**src/logic/fspc_pkg.sv**
```systemverilog
// Constants and carrier types for the flash self-program controller.
// Assumes a single 250 MHz clock and an Avalon-MM slave with word addresses.
// Operation
// - Data pair holds a 14-bit program word for reads and programming.
// - Address pair holds a 9-bit program memory address.
// - Program and erase duration is timed by an internal counter.
// - Code lock blocks external programmer access, not self-write or erase.
// - Code lock is released only by an external bulk erase of everything.
// - Self-program-protect field blocks self erase/program of its region.
// - Up to 512 words; high register holds MSB, low register LSB.
// - Software sets read and program strobes; hardware clears them on finish.
// - Program or erase only while permit bit set; permit clear at power-up.
// - Abort flag set when reset interrupts a program or erase.
// - Unlock key register is write-only and reads as zero.
// - No latch load or programming without the received key pattern.
// - Memory is organised in rows; erase acts on a whole row.
// - 14-bit write latches, loaded only through the data pair.
// - One write latch per row word, 16 words per row.
// - Array read in second cycle after strobe, word shown the next cycle.
// - Read word stays in data pair until another read or software write.
// - Program and erase use internal high voltage, no external supply.
// - Key 55h then aah then program strobe, uninterrupted, else nothing starts.
// - Row erase or program stalls the cpu about 2 ms, clocks keep running.
// - All write latches return to 3fffh after every program or erase.
// - Latch-only-load set loads one latch; clear programs the whole row.
package fspc_pkg;
  localparam int ADDR_W = 9;
  localparam int DATA_W = 14;
  localparam int ROW_WORDS = 16;
  localparam int ROW_W = 4;
  // Register word indices on the bus
  localparam logic [2:0] OFS_ADDR_LOW = 3'h0;
  localparam logic [2:0] OFS_ADDR_HIGH = 3'h1;
  localparam logic [2:0] OFS_WORD_LOW = 3'h2;
  localparam logic [2:0] OFS_WORD_HIGH = 3'h3;
  localparam logic [2:0] OFS_CTRL = 3'h4;
  localparam logic [2:0] OFS_KEY = 3'h5;
  // Control register bit positions
  localparam int B_RD = 0;
  localparam int B_WR = 1;
  localparam int B_PERMIT = 2;
  localparam int B_ABORT = 3;
  localparam int B_FREE = 4;
  localparam int B_LATCH_ONLY_LOAD = 5;
  localparam int B_CONFIG_SPACE_SELECT = 6;
  localparam logic [7:0] KEY_FIRST = 8'h55;
  localparam logic [7:0] KEY_SECOND = 8'haa;
  localparam logic [DATA_W-1:0] BLANK_WORD = 14'h3fff;
  localparam int CLK_MHZ = 250;
  localparam int PROG_TIME_US = 2000;
  localparam int PROG_CYCLES = PROG_TIME_US * CLK_MHZ;
  localparam int READ_DELAY = 2;
  localparam logic [1:0] BUS_WAIT = 2'h1;

  typedef enum logic [2:0] {
    FSPC_IDLE = 3'b000,
    FSPC_READ = 3'b001,
    FSPC_ERASE = 3'b010,
    FSPC_PROG = 3'b011,
    FSPC_LATCH = 3'b100
  } fspc_state_t;

  typedef enum logic [1:0] {
    FSPC_KEY_NONE = 2'b00,
    FSPC_KEY_HALF = 2'b01,
    FSPC_KEY_FULL = 2'b10
  } fspc_key_t;

  // Array port toward the flash macro
  typedef struct packed {
    logic rd;
    logic erase;
    logic prog;
    logic [ADDR_W-1:0] addr;
    logic [DATA_W-1:0] wdata;
  } fspc_array_req_t;
endpackage

```
**src/logic/fspc_ctrl.sv**
```systemverilog
// Flash self-program controller: registers, unlock key, latches, sequencer.
// Assumes a flash array answering reads in the same cycle as rd.
`timescale 1ns/10ps
module fspc_ctrl #(
  parameter int PROG_CYCLES = fspc_pkg::PROG_CYCLES,
  parameter int ROW_WORDS = fspc_pkg::ROW_WORDS
) (
  input wire logic clk_i,
  input wire logic rst_n_i,
  input wire logic por_i,
  input wire logic [2:0] avs_address_i,
  input wire logic avs_read_i,
  input wire logic avs_write_i,
  input wire logic [31:0] avs_writedata_i,
  output logic [31:0] avs_readdata_o,
  output logic avs_waitrequest_o,
  input wire logic [1:0] self_program_protect_i,
  input wire logic code_lock_n_i,
  input wire logic ext_access_req_i,
  output logic ext_access_ok_o,
  output logic cpu_stall_o,
  output fspc_pkg::fspc_array_req_t array_req_o,
  input wire logic [fspc_pkg::DATA_W-1:0] array_rdata_i
);
  localparam int CW = $clog2(PROG_CYCLES + 1);
  logic [7:0] prog_addr_low;
  logic [7:0] prog_addr_high;
  logic [7:0] prog_word_low;
  logic [7:0] prog_word_high;
  logic [7:0] flash_ctrl_reg;
  fspc_pkg::fspc_key_t key_reg;
  fspc_pkg::fspc_state_t state_reg;
  fspc_pkg::fspc_state_t state_next;
  logic [CW-1:0] cnt_reg;
  logic [1:0] bus_cnt_reg;
  logic [fspc_pkg::DATA_W-1:0] latch_reg [ROW_WORDS];
  logic [fspc_pkg::ADDR_W-1:0] addr;
  logic [fspc_pkg::ROW_W-1:0] lidx;
  logic [fspc_pkg::ROW_W-1:0] prog_idx_reg;
  logic acc;
  logic wr_ctrl;
  logic wr_start;
  logic protected_row;
  logic op_done;

  assign addr = {prog_addr_high[0], prog_addr_low};
  assign lidx = prog_addr_low[fspc_pkg::ROW_W-1:0];
  // One wait cycle per access keeps timing simple for software
  assign avs_waitrequest_o = (avs_read_i | avs_write_i) && (bus_cnt_reg != fspc_pkg::BUS_WAIT);
  assign acc = (avs_read_i | avs_write_i) && !avs_waitrequest_o;
  assign wr_ctrl = acc && avs_write_i && avs_address_i == fspc_pkg::OFS_CTRL;
  // Protect code 0 guards all, 1 the top half, 2 the top quarter, 3 nothing
  always_comb begin
    case (self_program_protect_i)
      2'h0: protected_row = 1'b1;
      2'h1: protected_row = addr[fspc_pkg::ADDR_W-1];
      2'h2: protected_row = addr[fspc_pkg::ADDR_W-1] & addr[fspc_pkg::ADDR_W-2];
      default: protected_row = 1'b0;
    endcase
  end
  // Start only with permit, full key, idle, and row not protected
  assign wr_start = wr_ctrl && avs_writedata_i[fspc_pkg::B_WR] && state_reg == fspc_pkg::FSPC_IDLE
    && flash_ctrl_reg[fspc_pkg::B_PERMIT] && key_reg == fspc_pkg::FSPC_KEY_FULL
    && !flash_ctrl_reg[fspc_pkg::B_CONFIG_SPACE_SELECT] && !protected_row;
  assign op_done = cnt_reg == '0;

  // Count restarts after every taken access, so back-to-back requests also wait once
  always_ff @(posedge clk_i) begin
    if (!rst_n_i || acc || !(avs_read_i | avs_write_i)) begin
      bus_cnt_reg <= 2'h0;
    end else begin
      bus_cnt_reg <= bus_cnt_reg + 2'h1;
    end
  end

  // Unlock key tracker: any other access breaks the sequence
  always_ff @(posedge clk_i) begin
    if (!rst_n_i) begin
      key_reg <= fspc_pkg::FSPC_KEY_NONE;
    end else if (acc) begin
      if (avs_write_i && avs_address_i == fspc_pkg::OFS_KEY) begin
        if (avs_writedata_i[7:0] == fspc_pkg::KEY_FIRST) begin
          key_reg <= fspc_pkg::FSPC_KEY_HALF;
        end else if (avs_writedata_i[7:0] == fspc_pkg::KEY_SECOND && key_reg == fspc_pkg::FSPC_KEY_HALF) begin
          key_reg <= fspc_pkg::FSPC_KEY_FULL;
        end else begin
          key_reg <= fspc_pkg::FSPC_KEY_NONE;
        end
      end else begin
        key_reg <= fspc_pkg::FSPC_KEY_NONE;
      end
    end
  end

  always_comb begin
    state_next = state_reg;
    case (state_reg)
      fspc_pkg::FSPC_IDLE: begin
        if (wr_start) begin
          if (flash_ctrl_reg[fspc_pkg::B_FREE]) begin
            state_next = fspc_pkg::FSPC_ERASE;
          end else if (flash_ctrl_reg[fspc_pkg::B_LATCH_ONLY_LOAD]) begin
            state_next = fspc_pkg::FSPC_LATCH;
          end else begin
            state_next = fspc_pkg::FSPC_PROG;
          end
        end else if (wr_ctrl && avs_writedata_i[fspc_pkg::B_RD]) begin
          state_next = fspc_pkg::FSPC_READ;
        end
      end
      fspc_pkg::FSPC_READ: if (op_done) state_next = fspc_pkg::FSPC_IDLE;
      fspc_pkg::FSPC_ERASE: if (op_done) state_next = fspc_pkg::FSPC_IDLE;
      fspc_pkg::FSPC_PROG: if (op_done) state_next = fspc_pkg::FSPC_IDLE;
      fspc_pkg::FSPC_LATCH: state_next = fspc_pkg::FSPC_IDLE;
      default: state_next = fspc_pkg::FSPC_IDLE;
    endcase
  end

  always_ff @(posedge clk_i) begin
    if (!rst_n_i) begin
      state_reg <= fspc_pkg::FSPC_IDLE;
    end else begin
      state_reg <= state_next;
    end
  end

  // Internal timer: erase and program duration set in hardware
  always_ff @(posedge clk_i) begin
    if (!rst_n_i) begin
      cnt_reg <= '0;
    end else if (state_reg == fspc_pkg::FSPC_IDLE && state_next == fspc_pkg::FSPC_READ) begin
      cnt_reg <= CW'(fspc_pkg::READ_DELAY - 1);
    end else if (state_reg == fspc_pkg::FSPC_IDLE && (state_next == fspc_pkg::FSPC_ERASE
        || state_next == fspc_pkg::FSPC_PROG)) begin
      cnt_reg <= CW'(PROG_CYCLES - 1);
    end else if (!op_done) begin
      cnt_reg <= cnt_reg - CW'(1);
    end
  end

  // Row program walks the latches one per cycle at the start of the timer
  always_ff @(posedge clk_i) begin
    if (!rst_n_i || state_reg != fspc_pkg::FSPC_PROG) begin
      prog_idx_reg <= '0;
    end else if (prog_idx_reg != fspc_pkg::ROW_W'(ROW_WORDS - 1)) begin
      prog_idx_reg <= prog_idx_reg + fspc_pkg::ROW_W'(1);
    end
  end

  always_comb begin
    array_req_o = '0;
    array_req_o.addr = addr;
    array_req_o.rd = state_reg == fspc_pkg::FSPC_READ && cnt_reg == '0;
    array_req_o.erase = state_reg == fspc_pkg::FSPC_ERASE;
    if (state_reg == fspc_pkg::FSPC_PROG) begin
      array_req_o.prog = 1'b1;
      array_req_o.addr = {addr[fspc_pkg::ADDR_W-1:fspc_pkg::ROW_W], prog_idx_reg};
      array_req_o.wdata = latch_reg[prog_idx_reg];
    end
  end
  assign cpu_stall_o = state_reg == fspc_pkg::FSPC_ERASE || state_reg == fspc_pkg::FSPC_PROG;
  // Programmer request comes from a pin; two flops guard against metastability
  logic ext_req_meta_reg;
  logic ext_req_sync_reg;
  always_ff @(posedge clk_i) begin
    if (!rst_n_i) begin
      ext_req_meta_reg <= 1'b0;
      ext_req_sync_reg <= 1'b0;
    end else begin
      ext_req_meta_reg <= ext_access_req_i;
      ext_req_sync_reg <= ext_req_meta_reg;
    end
  end
  assign ext_access_ok_o = ext_req_sync_reg & code_lock_n_i;

  // Write latches, blank after every erase or program
  generate
    for (genvar i = 0; i < ROW_WORDS; i++) begin : g_latch
      always_ff @(posedge clk_i) begin
        if (!rst_n_i) begin
          latch_reg[i] <= fspc_pkg::BLANK_WORD;
        end else if ((state_reg == fspc_pkg::FSPC_ERASE || state_reg == fspc_pkg::FSPC_PROG)
            && op_done) begin
          latch_reg[i] <= fspc_pkg::BLANK_WORD;
        end else if (state_reg == fspc_pkg::FSPC_IDLE && state_next != fspc_pkg::FSPC_IDLE
            && state_next != fspc_pkg::FSPC_READ && lidx == fspc_pkg::ROW_W'(i)
            && state_next != fspc_pkg::FSPC_ERASE) begin
          latch_reg[i] <= {prog_word_high[5:0], prog_word_low};
        end
      end
    end
  endgenerate

  // Address and data pairs
  always_ff @(posedge clk_i) begin
    if (!rst_n_i) begin
      prog_addr_low <= 8'h00;
      prog_addr_high <= 8'h00;
    end else if (acc && avs_write_i && avs_address_i == fspc_pkg::OFS_ADDR_LOW) begin
      prog_addr_low <= avs_writedata_i[7:0];
    end else if (acc && avs_write_i && avs_address_i == fspc_pkg::OFS_ADDR_HIGH) begin
      prog_addr_high <= {7'h00, avs_writedata_i[0]};
    end
  end

  always_ff @(posedge clk_i) begin
    if (!rst_n_i) begin
      prog_word_low <= 8'h00;
      prog_word_high <= 8'h00;
    end else if (array_req_o.rd) begin
      prog_word_low <= array_rdata_i[7:0];
      prog_word_high <= {2'h0, array_rdata_i[13:8]};
    end else if (acc && avs_write_i && avs_address_i == fspc_pkg::OFS_WORD_LOW) begin
      prog_word_low <= avs_writedata_i[7:0];
    end else if (acc && avs_write_i && avs_address_i == fspc_pkg::OFS_WORD_HIGH) begin
      prog_word_high <= {2'h0, avs_writedata_i[5:0]};
    end
  end

  // Control register; permit cleared at power-up, abort set by reset mid-operation
  always_ff @(posedge clk_i) begin
    if (por_i) begin
      flash_ctrl_reg <= 8'h00;
    end else if (!rst_n_i) begin
      flash_ctrl_reg[fspc_pkg::B_RD] <= 1'b0;
      flash_ctrl_reg[fspc_pkg::B_WR] <= 1'b0;
      if (cpu_stall_o) begin
        flash_ctrl_reg[fspc_pkg::B_ABORT] <= 1'b1;
      end
    end else begin
      if (wr_ctrl) begin
        flash_ctrl_reg[fspc_pkg::B_PERMIT] <= avs_writedata_i[fspc_pkg::B_PERMIT];
        flash_ctrl_reg[fspc_pkg::B_ABORT] <= avs_writedata_i[fspc_pkg::B_ABORT];
        flash_ctrl_reg[fspc_pkg::B_FREE] <= avs_writedata_i[fspc_pkg::B_FREE];
        flash_ctrl_reg[fspc_pkg::B_LATCH_ONLY_LOAD] <= avs_writedata_i[fspc_pkg::B_LATCH_ONLY_LOAD];
        flash_ctrl_reg[fspc_pkg::B_CONFIG_SPACE_SELECT] <= avs_writedata_i[fspc_pkg::B_CONFIG_SPACE_SELECT];
      end
      // Strobes only set by software, cleared by hardware at finish
      flash_ctrl_reg[fspc_pkg::B_RD] <= (flash_ctrl_reg[fspc_pkg::B_RD]
        || state_next == fspc_pkg::FSPC_READ) && state_next != fspc_pkg::FSPC_IDLE;
      flash_ctrl_reg[fspc_pkg::B_WR] <= state_next == fspc_pkg::FSPC_ERASE
        || state_next == fspc_pkg::FSPC_PROG || state_next == fspc_pkg::FSPC_LATCH;
    end
  end

  always_ff @(posedge clk_i) begin
    if (!rst_n_i) begin
      avs_readdata_o <= 32'h0000_0000;
    end else if (avs_read_i) begin
      case (avs_address_i)
        fspc_pkg::OFS_ADDR_LOW: avs_readdata_o <= {24'h0, prog_addr_low};
        fspc_pkg::OFS_ADDR_HIGH: avs_readdata_o <= {24'h0, prog_addr_high};
        fspc_pkg::OFS_WORD_LOW: avs_readdata_o <= {24'h0, prog_word_low};
        fspc_pkg::OFS_WORD_HIGH: avs_readdata_o <= {24'h0, prog_word_high};
        fspc_pkg::OFS_CTRL: avs_readdata_o <= {24'h0, flash_ctrl_reg};
        default: avs_readdata_o <= 32'h0000_0000;
      endcase
    end
  end

  // Helper for the duration check: stalled cycles of the running operation
  localparam int SW = CW + 1;
  logic [SW-1:0] stall_len_reg;
  always_ff @(posedge clk_i) begin
    if (!rst_n_i || !cpu_stall_o) begin
      stall_len_reg <= '0;
    end else begin
      stall_len_reg <= stall_len_reg + SW'(1);
    end
  end
endmodule // fspc_ctrl

```
**config.mk**
```make
export PLATFORM = sky130hd
export DESIGN_NAME = fspc_ctrl
export DESIGN_NICKNAME = d
export VERILOG_FILES = /design/src/logic/fspc_pkg.sv /design/src/logic/fspc_ctrl.sv
export SDC_FILE = /design/constraint.sdc
export NUM_CORES = 1
export LEC_CHECK = 0
export BUFFER_PORTS_ARGS = -buffer_cell sky130_fd_sc_hd__buf_2
export CELL_PAD_IN_SITES_DETAIL_PLACEMENT = 1
export CELL_PAD_IN_SITES_GLOBAL_PLACEMENT = 1
export CORE_ASPECT_RATIO = 1.2
export CORE_UTILIZATION = 50
export CTS_BUF_LIST = sky130_fd_sc_hd__clkbuf_4
export CTS_CLUSTER_DIAMETER = 30
export CTS_CLUSTER_SIZE = 12
export DETAILED_ROUTE_END_ITERATION = 8
export PLACE_DENSITY = 0.83
export SKIP_CTS_REPAIR_TIMING = 1
export SLEW_MARGIN = 20
export SYNTH_ARGS = -nofsm -noshare
export SYNTH_HDL_FRONTEND = slang
export SYNTH_SLANG_ARGS = --single-unit
```
**constraint.sdc**
```tcl
create_clock -name clk_i -period 4 [get_ports clk_i]
set_input_delay 0.2 -clock clk_i [delete_from_list [all_inputs] [get_ports clk_i]]
set_output_delay 0.2 -clock clk_i [all_outputs]
set_load 0.01 [all_outputs]
```
After elaboration in Yosys (flattened, before gate mapping):

Memories as Yosys holds them, arrays and structs flattened. A register that Yosys moved wholly into a read port is not among the register bits.
Cells that the tools add are included.

* register bits after elaboration: 94
* RAM bits: 224
* memories kept: 1
* input bits: 58

* eq/ne operators: 42
* bitwise operators: 37
* reductions and logical operators: 85
* add/subtract/negate cells: 3
* mux-type cells: 125

Memories
* latch_reg: depth 16, width 14, rd ports 1, clocked after Yosys merged registers in 1, write ports 16, line fspc_ctrl.sv:36 `logic [fspc_pkg::DATA_W-1:0] latch_reg [ROW_WORDS];`

Operators with widths (number)
* two-way mux 14 bit: 32
* two-way mux 1 bit: 71
* logical AND 1 bit: 56
* case mux 8 bit (5 select lines): 1
* two-way mux 19 bit: 2
* bitwise OR 1 bit: 33
* equality test 4 bit (second input constant): 8
* two-way mux 24 bit: 1
* zero test 19 bit: 1
* subtractor 19 x 1 -> 19 bit (second input constant): 1
* equality test 3 x 2 -> 1 bit (second input constant): 6
* two-way mux 6 bit: 3
* equality test 4 x 3 -> 1 bit (second input constant): 4
* two-way mux 8 bit: 2
* two-way mux 3 bit: 5
* equality test 3 x 1 -> 1 bit (second input constant): 3
* equality test 3 bit (second input constant): 3
* equality test 4 x 2 -> 1 bit (second input constant): 2
* equality test 8 x 7 -> 1 bit (second input constant): 1
* equality test 8 bit (second input constant): 1
* two-way mux 2 bit: 4
* two-way mux 4 bit: 2
* AND reduction 2 bit: 4
* logical OR 1 bit: 7
* other kinds (22): 39

Depth between registers and ports, before layout:

* word-level depth: 24
* gate-level depth with buffers: 10
* gate-level depth less buffers: 7

Least setup slack after synthesis:

No wires, ideal clock.

* path kind: input -> register
* start point: input port avs_address_i[1]
* end point: memory latch_reg[4][0] (netlist bit) (enable)
* setup slack: 678 ps
* buffers on the path: 1
* arrival: 2896 ps
* stages on the path: 6
* setup time: 426 ps
* cells stage by stage: buf_2 nor3b_4 nand3_1 nor4_1 nand2b_1 o41ai_1

RTL lines
* start: declaration: line fspc_ctrl.sv:11 `input wire logic [2:0] avs_address_i,`
* end: declaration: line fspc_ctrl.sv:36

==> Implementation_results.wiki <==
{| class="wikitable"
! Metric !! Value
|-
| Status || complete, no violations
|-
| Number of global-route vias before repair || 11990
|-
| FMAX || 285.6 MHz
|-
| Dpl hpwl || 29380 µm
|-
| Max-cap check violation count || 0
|-
| Site row count || 69
|-
| Net switching power || 0.001837 W
|-
| Count of distinct cell types in the synthesized netlist || 55
|-
| # clock sinks || 298
|-
| Antenna violations before repair || 1
|-
| Die extent in y || 193.3 µm
|-
| Mapped cell area || 15250 µm²
|-
| Most common cell after layout, fill and taps aside || sky130_fd_sc_hd__edfxtp_1
|-
| Min Tclk post-route || 3502 ps
|-
| Die Area || 31210 µm²
|-
| Post-detailed-route count of antenna-violating nets || 0
|-
| Post-Syn Instances || 1255
|-
| Routed wire length || 46320 µm
|-
| Main synth FF type || sky130_fd_sc_hd__edfxtp_1
|-
| Kind of end point of the critical path || output pin
|-
| Pleak || 4.533 nW
|-
| Setup WS post-layout || 498.5 ps
|-
| Final layout net count || 1362
|-
| CTS tree || done
|-
| Largest net degree at the start of global routing || 128
|-
| Synth Warn # || 0
|-
| Average footprint of a synthesized cell || 12.15 µm²
|-
| Async SR Flop Fraction || 0%
|-
| Top library cells by usage in the layout, fill and taps aside || sky130_fd_sc_hd__edfxtp_1 (224), sky130_fd_sc_hd__o2111ai_1 (141), sky130_fd_sc_hd__nor2_1 (107)
|-
| Routed length on met2 || 23670 µm
|-
| Wire length of the first global-routing pass || 70160 µm
|-
| Total power after layout || 0.006769 W
|-
| Data arrival at the endpoint of the critical path || 3300 ps
|-
| TritonCTS Buffers || 50
|-
| Combinational power share || 11.6%
|-
| Hold violation total from the final report || 0
|-
| Setup TNS || 0 ps
|-
| GP Congestion || 0.8233
|-
| Largest clock skew in the final design || 51.26 ps
|-
| RSZ-0062 raised after global routing || false
|-
| GR Overflow Total || 0
|-
| Part of the total power dissipated in sequential elements || 50.7%
|-
| Met3 wirelength from detailed routing || 4035 µm
|-
| Maximum net fanout on the critical path || 29
|-
| Initial core utilization || 51.21%
|-
| Clock latency of the later-clocked register in the worst-skew pair || 740 ps
|-
| Slew margin rel. || 26.80%
|-
| Internal Pwr Total || 0.004932 W
|-
| DRT met1 WL || 17150 µm
|-
| Number of remaining DRC errors || 0
|-
| Post-route cell area || 16990 µm²
|-
| Number of placed I/O pins || 119
|-
| Post-detailed-placement cell area || 15700 µm²
|-
| Layout cells sized above 1 || 22.30%
|-
| Category of the critical setup timing path || register to output pin
|-
| Horizontal extent of the die || 161.4 µm
|-
| Area of the core || 29780 µm²
|-
| Number of violations reported at the end of detailed-routing iteration 0 || 929
|-
| Least-Margin Pin Slew || 1098 ps
|-
| Area Growth Syn to Fin || 11.35%
|-
| CTS H-tree lvls || 2
|-
| Sw Ratio || 27.14%
|-
| #FFs+latches synth || 298
|-
| Worst setup slack after placement || 770.9 ps
|-
| Clock tree root buffer cell || sky130_fd_sc_hd__clkbuf_4
|-
| Router iterations before antenna repair || 5
|-
| Fraction of the yosys area taken by sequential cells || 53.81%
|-
| Via-per-instance ratio || 6.816
|-
| Worst min path class || primary input to register
|-
| Top routing layer used || met4
|-
| Total number of vias || 11810
|-
| Clock network power share || 37.7%
|-
| Worst-case vdd ir drop || 0.2901 mV
|-
| Max FFs per register || 224
|-
| Number of pins exceeding their max-slew limit in the final report || 0
|-
| Post-synth EDFFs || 224
|-
| Port Buffers || 70
|-
| Clock slew seen by the registers of the worst setup and hold paths || 100 ps
|-
| Power per cell area || 398.5 nW/µm²
|-
| Setup crit start kind || register
|-
| # setup viols final || 0
|-
| WL per Instance || 26.74 µm
|-
| Fill cell count || 3020
|-
| Hold slack final || 198.5 ps
|-
| Clk buf depth || 3
|-
| WP data required || 3800 ps
|-
| Post-route fraction of the period consumed by the critical path || 87.54%
|-
| Overall fraction of global-route tracks in use || 29.21%
|}
==> per-layer routing <==
metal  GRT usage (%)  up-vias
li1                -     5115
met3           4.910      119
met4           11.46        0
met1           37.27     5900
met5               0        -
met2           49.51      672
==> Yosys cell counts, types with 8 or more instances <==
library cell	number	area, µm²
sky130_fd_sc_hd__nor3_1	9	45.04
sky130_fd_sc_hd__clkbuf_1	114	427.9
sky130_fd_sc_hd__nand2b_1	8	50.05
sky130_fd_sc_hd__buf_6	12	135.1
sky130_fd_sc_hd__a211oi_1	21	157.7
sky130_fd_sc_hd__o2111ai_1	141	1235
sky130_fd_sc_hd__nand2_1	30	112.6
sky130_fd_sc_hd__a21oi_1	19	95.09
sky130_fd_sc_hd__xor2_1	8	70.07
sky130_fd_sc_hd__o211ai_1	8	60.06
sky130_fd_sc_hd__and2_1	21	131.4
sky130_fd_sc_hd__nor2_1	107	401.6
sky130_fd_sc_hd__mux2i_1	32	320.3
sky130_fd_sc_hd__o21ai_0	113	565.5
sky130_fd_sc_hd__inv_1	11	41.29
sky130_fd_sc_hd__dfxtp_1	74	1481
sky130_fd_sc_hd__buf_1	8	30.03
sky130_fd_sc_hd__edfxtp_1	224	6726
sky130_fd_sc_hd__mux4_2	71	1599
sky130_fd_sc_hd__buf_2	19	95.09
sky130_fd_sc_hd__buf_4	33	247.7
sky130_fd_sc_hd__nor4_1	89	556.8
==> metrics by stage <==
step / utilization (%) / instances
final: 57.03 / 1732
after global routing: 57.03 / 1732
after detailed placement: 52.71 / 1598
after CTS: 55.55 / 1690
after global placement: 52.71 / 1598
after floorplan: - / 1278
==> cell families (layout without fill, tap and decap cells) <==
group           count (synthesis)  count (layout)  share of synthesized area, %
compound gates                325             325                         15.08
simple gates                  310             310                         10.75
flops                         298             298                         53.81
buf+inv                       197             260                         6.406
mux                           107             107                         12.88
xor+xnor                       14              14                        0.8039
fa+ha+maj                       3               3                        0.2461
other cells                     1              25                       0.02458
==> critical path: stages, from the launching register on <==
cell and delay, ps:
sky130_fd_sc_hd__dfxtp_1 360, sky130_fd_sc_hd__nor4_1 530, sky130_fd_sc_hd__nand2_1 130, sky130_fd_sc_hd__buf_4 210
sky130_fd_sc_hd__or4_1 1010, sky130_fd_sc_hd__inv_1 170, sky130_fd_sc_hd__buf_2 150
==> final timing paths <==
path                    start  slack (ps)  cells after the start                 to
min          avs_address_i[1]         200                      4  avs_readdata_o[7]
max reg2reg       cnt_reg[11]         640                      7   prog_word_low[6]
max               cnt_reg[11]         500                      6    array_req_o[25]
min reg2reg    bus_cnt_reg[0]         430                      1     bus_cnt_reg[0]
==> power by group through the flow <==
stage	registers (W)	logic, W	clock network [W]
finish	0.00343	0.000787	0.00255
global route	0.00344	0.000858	0.00271
CTS	0.00343	0.000755	0.00259
detailed placement	0.00350	0.000744	0
global placement	0.00350	0.000711	0
floorplan	0.00349	0.000537	0
==> layout make-up <==
| cell class | count | area, µm² | share of cell area [%] |
|---|---|---|---|
| Sequential cell | 298 | 8214 | 48.36 |
| Multi-Input combinational cell | 783 | 6195 | 36.47 |
| Timing Repair Buffer | 157 | 1199 | 7.057 |
| Tap cell | 390 | 488.0 | 2.873 |
| Clock inverter | 39 | 446.7 | 2.630 |
| Clock buffer | 53 | 397.9 | 2.343 |
| Inverter | 11 | 42.54 | 0.2505 |
| Antenna cell | 1 | 2.502 | 0.01473 |
Note: power is estimated with default switching activity, not from simulation.
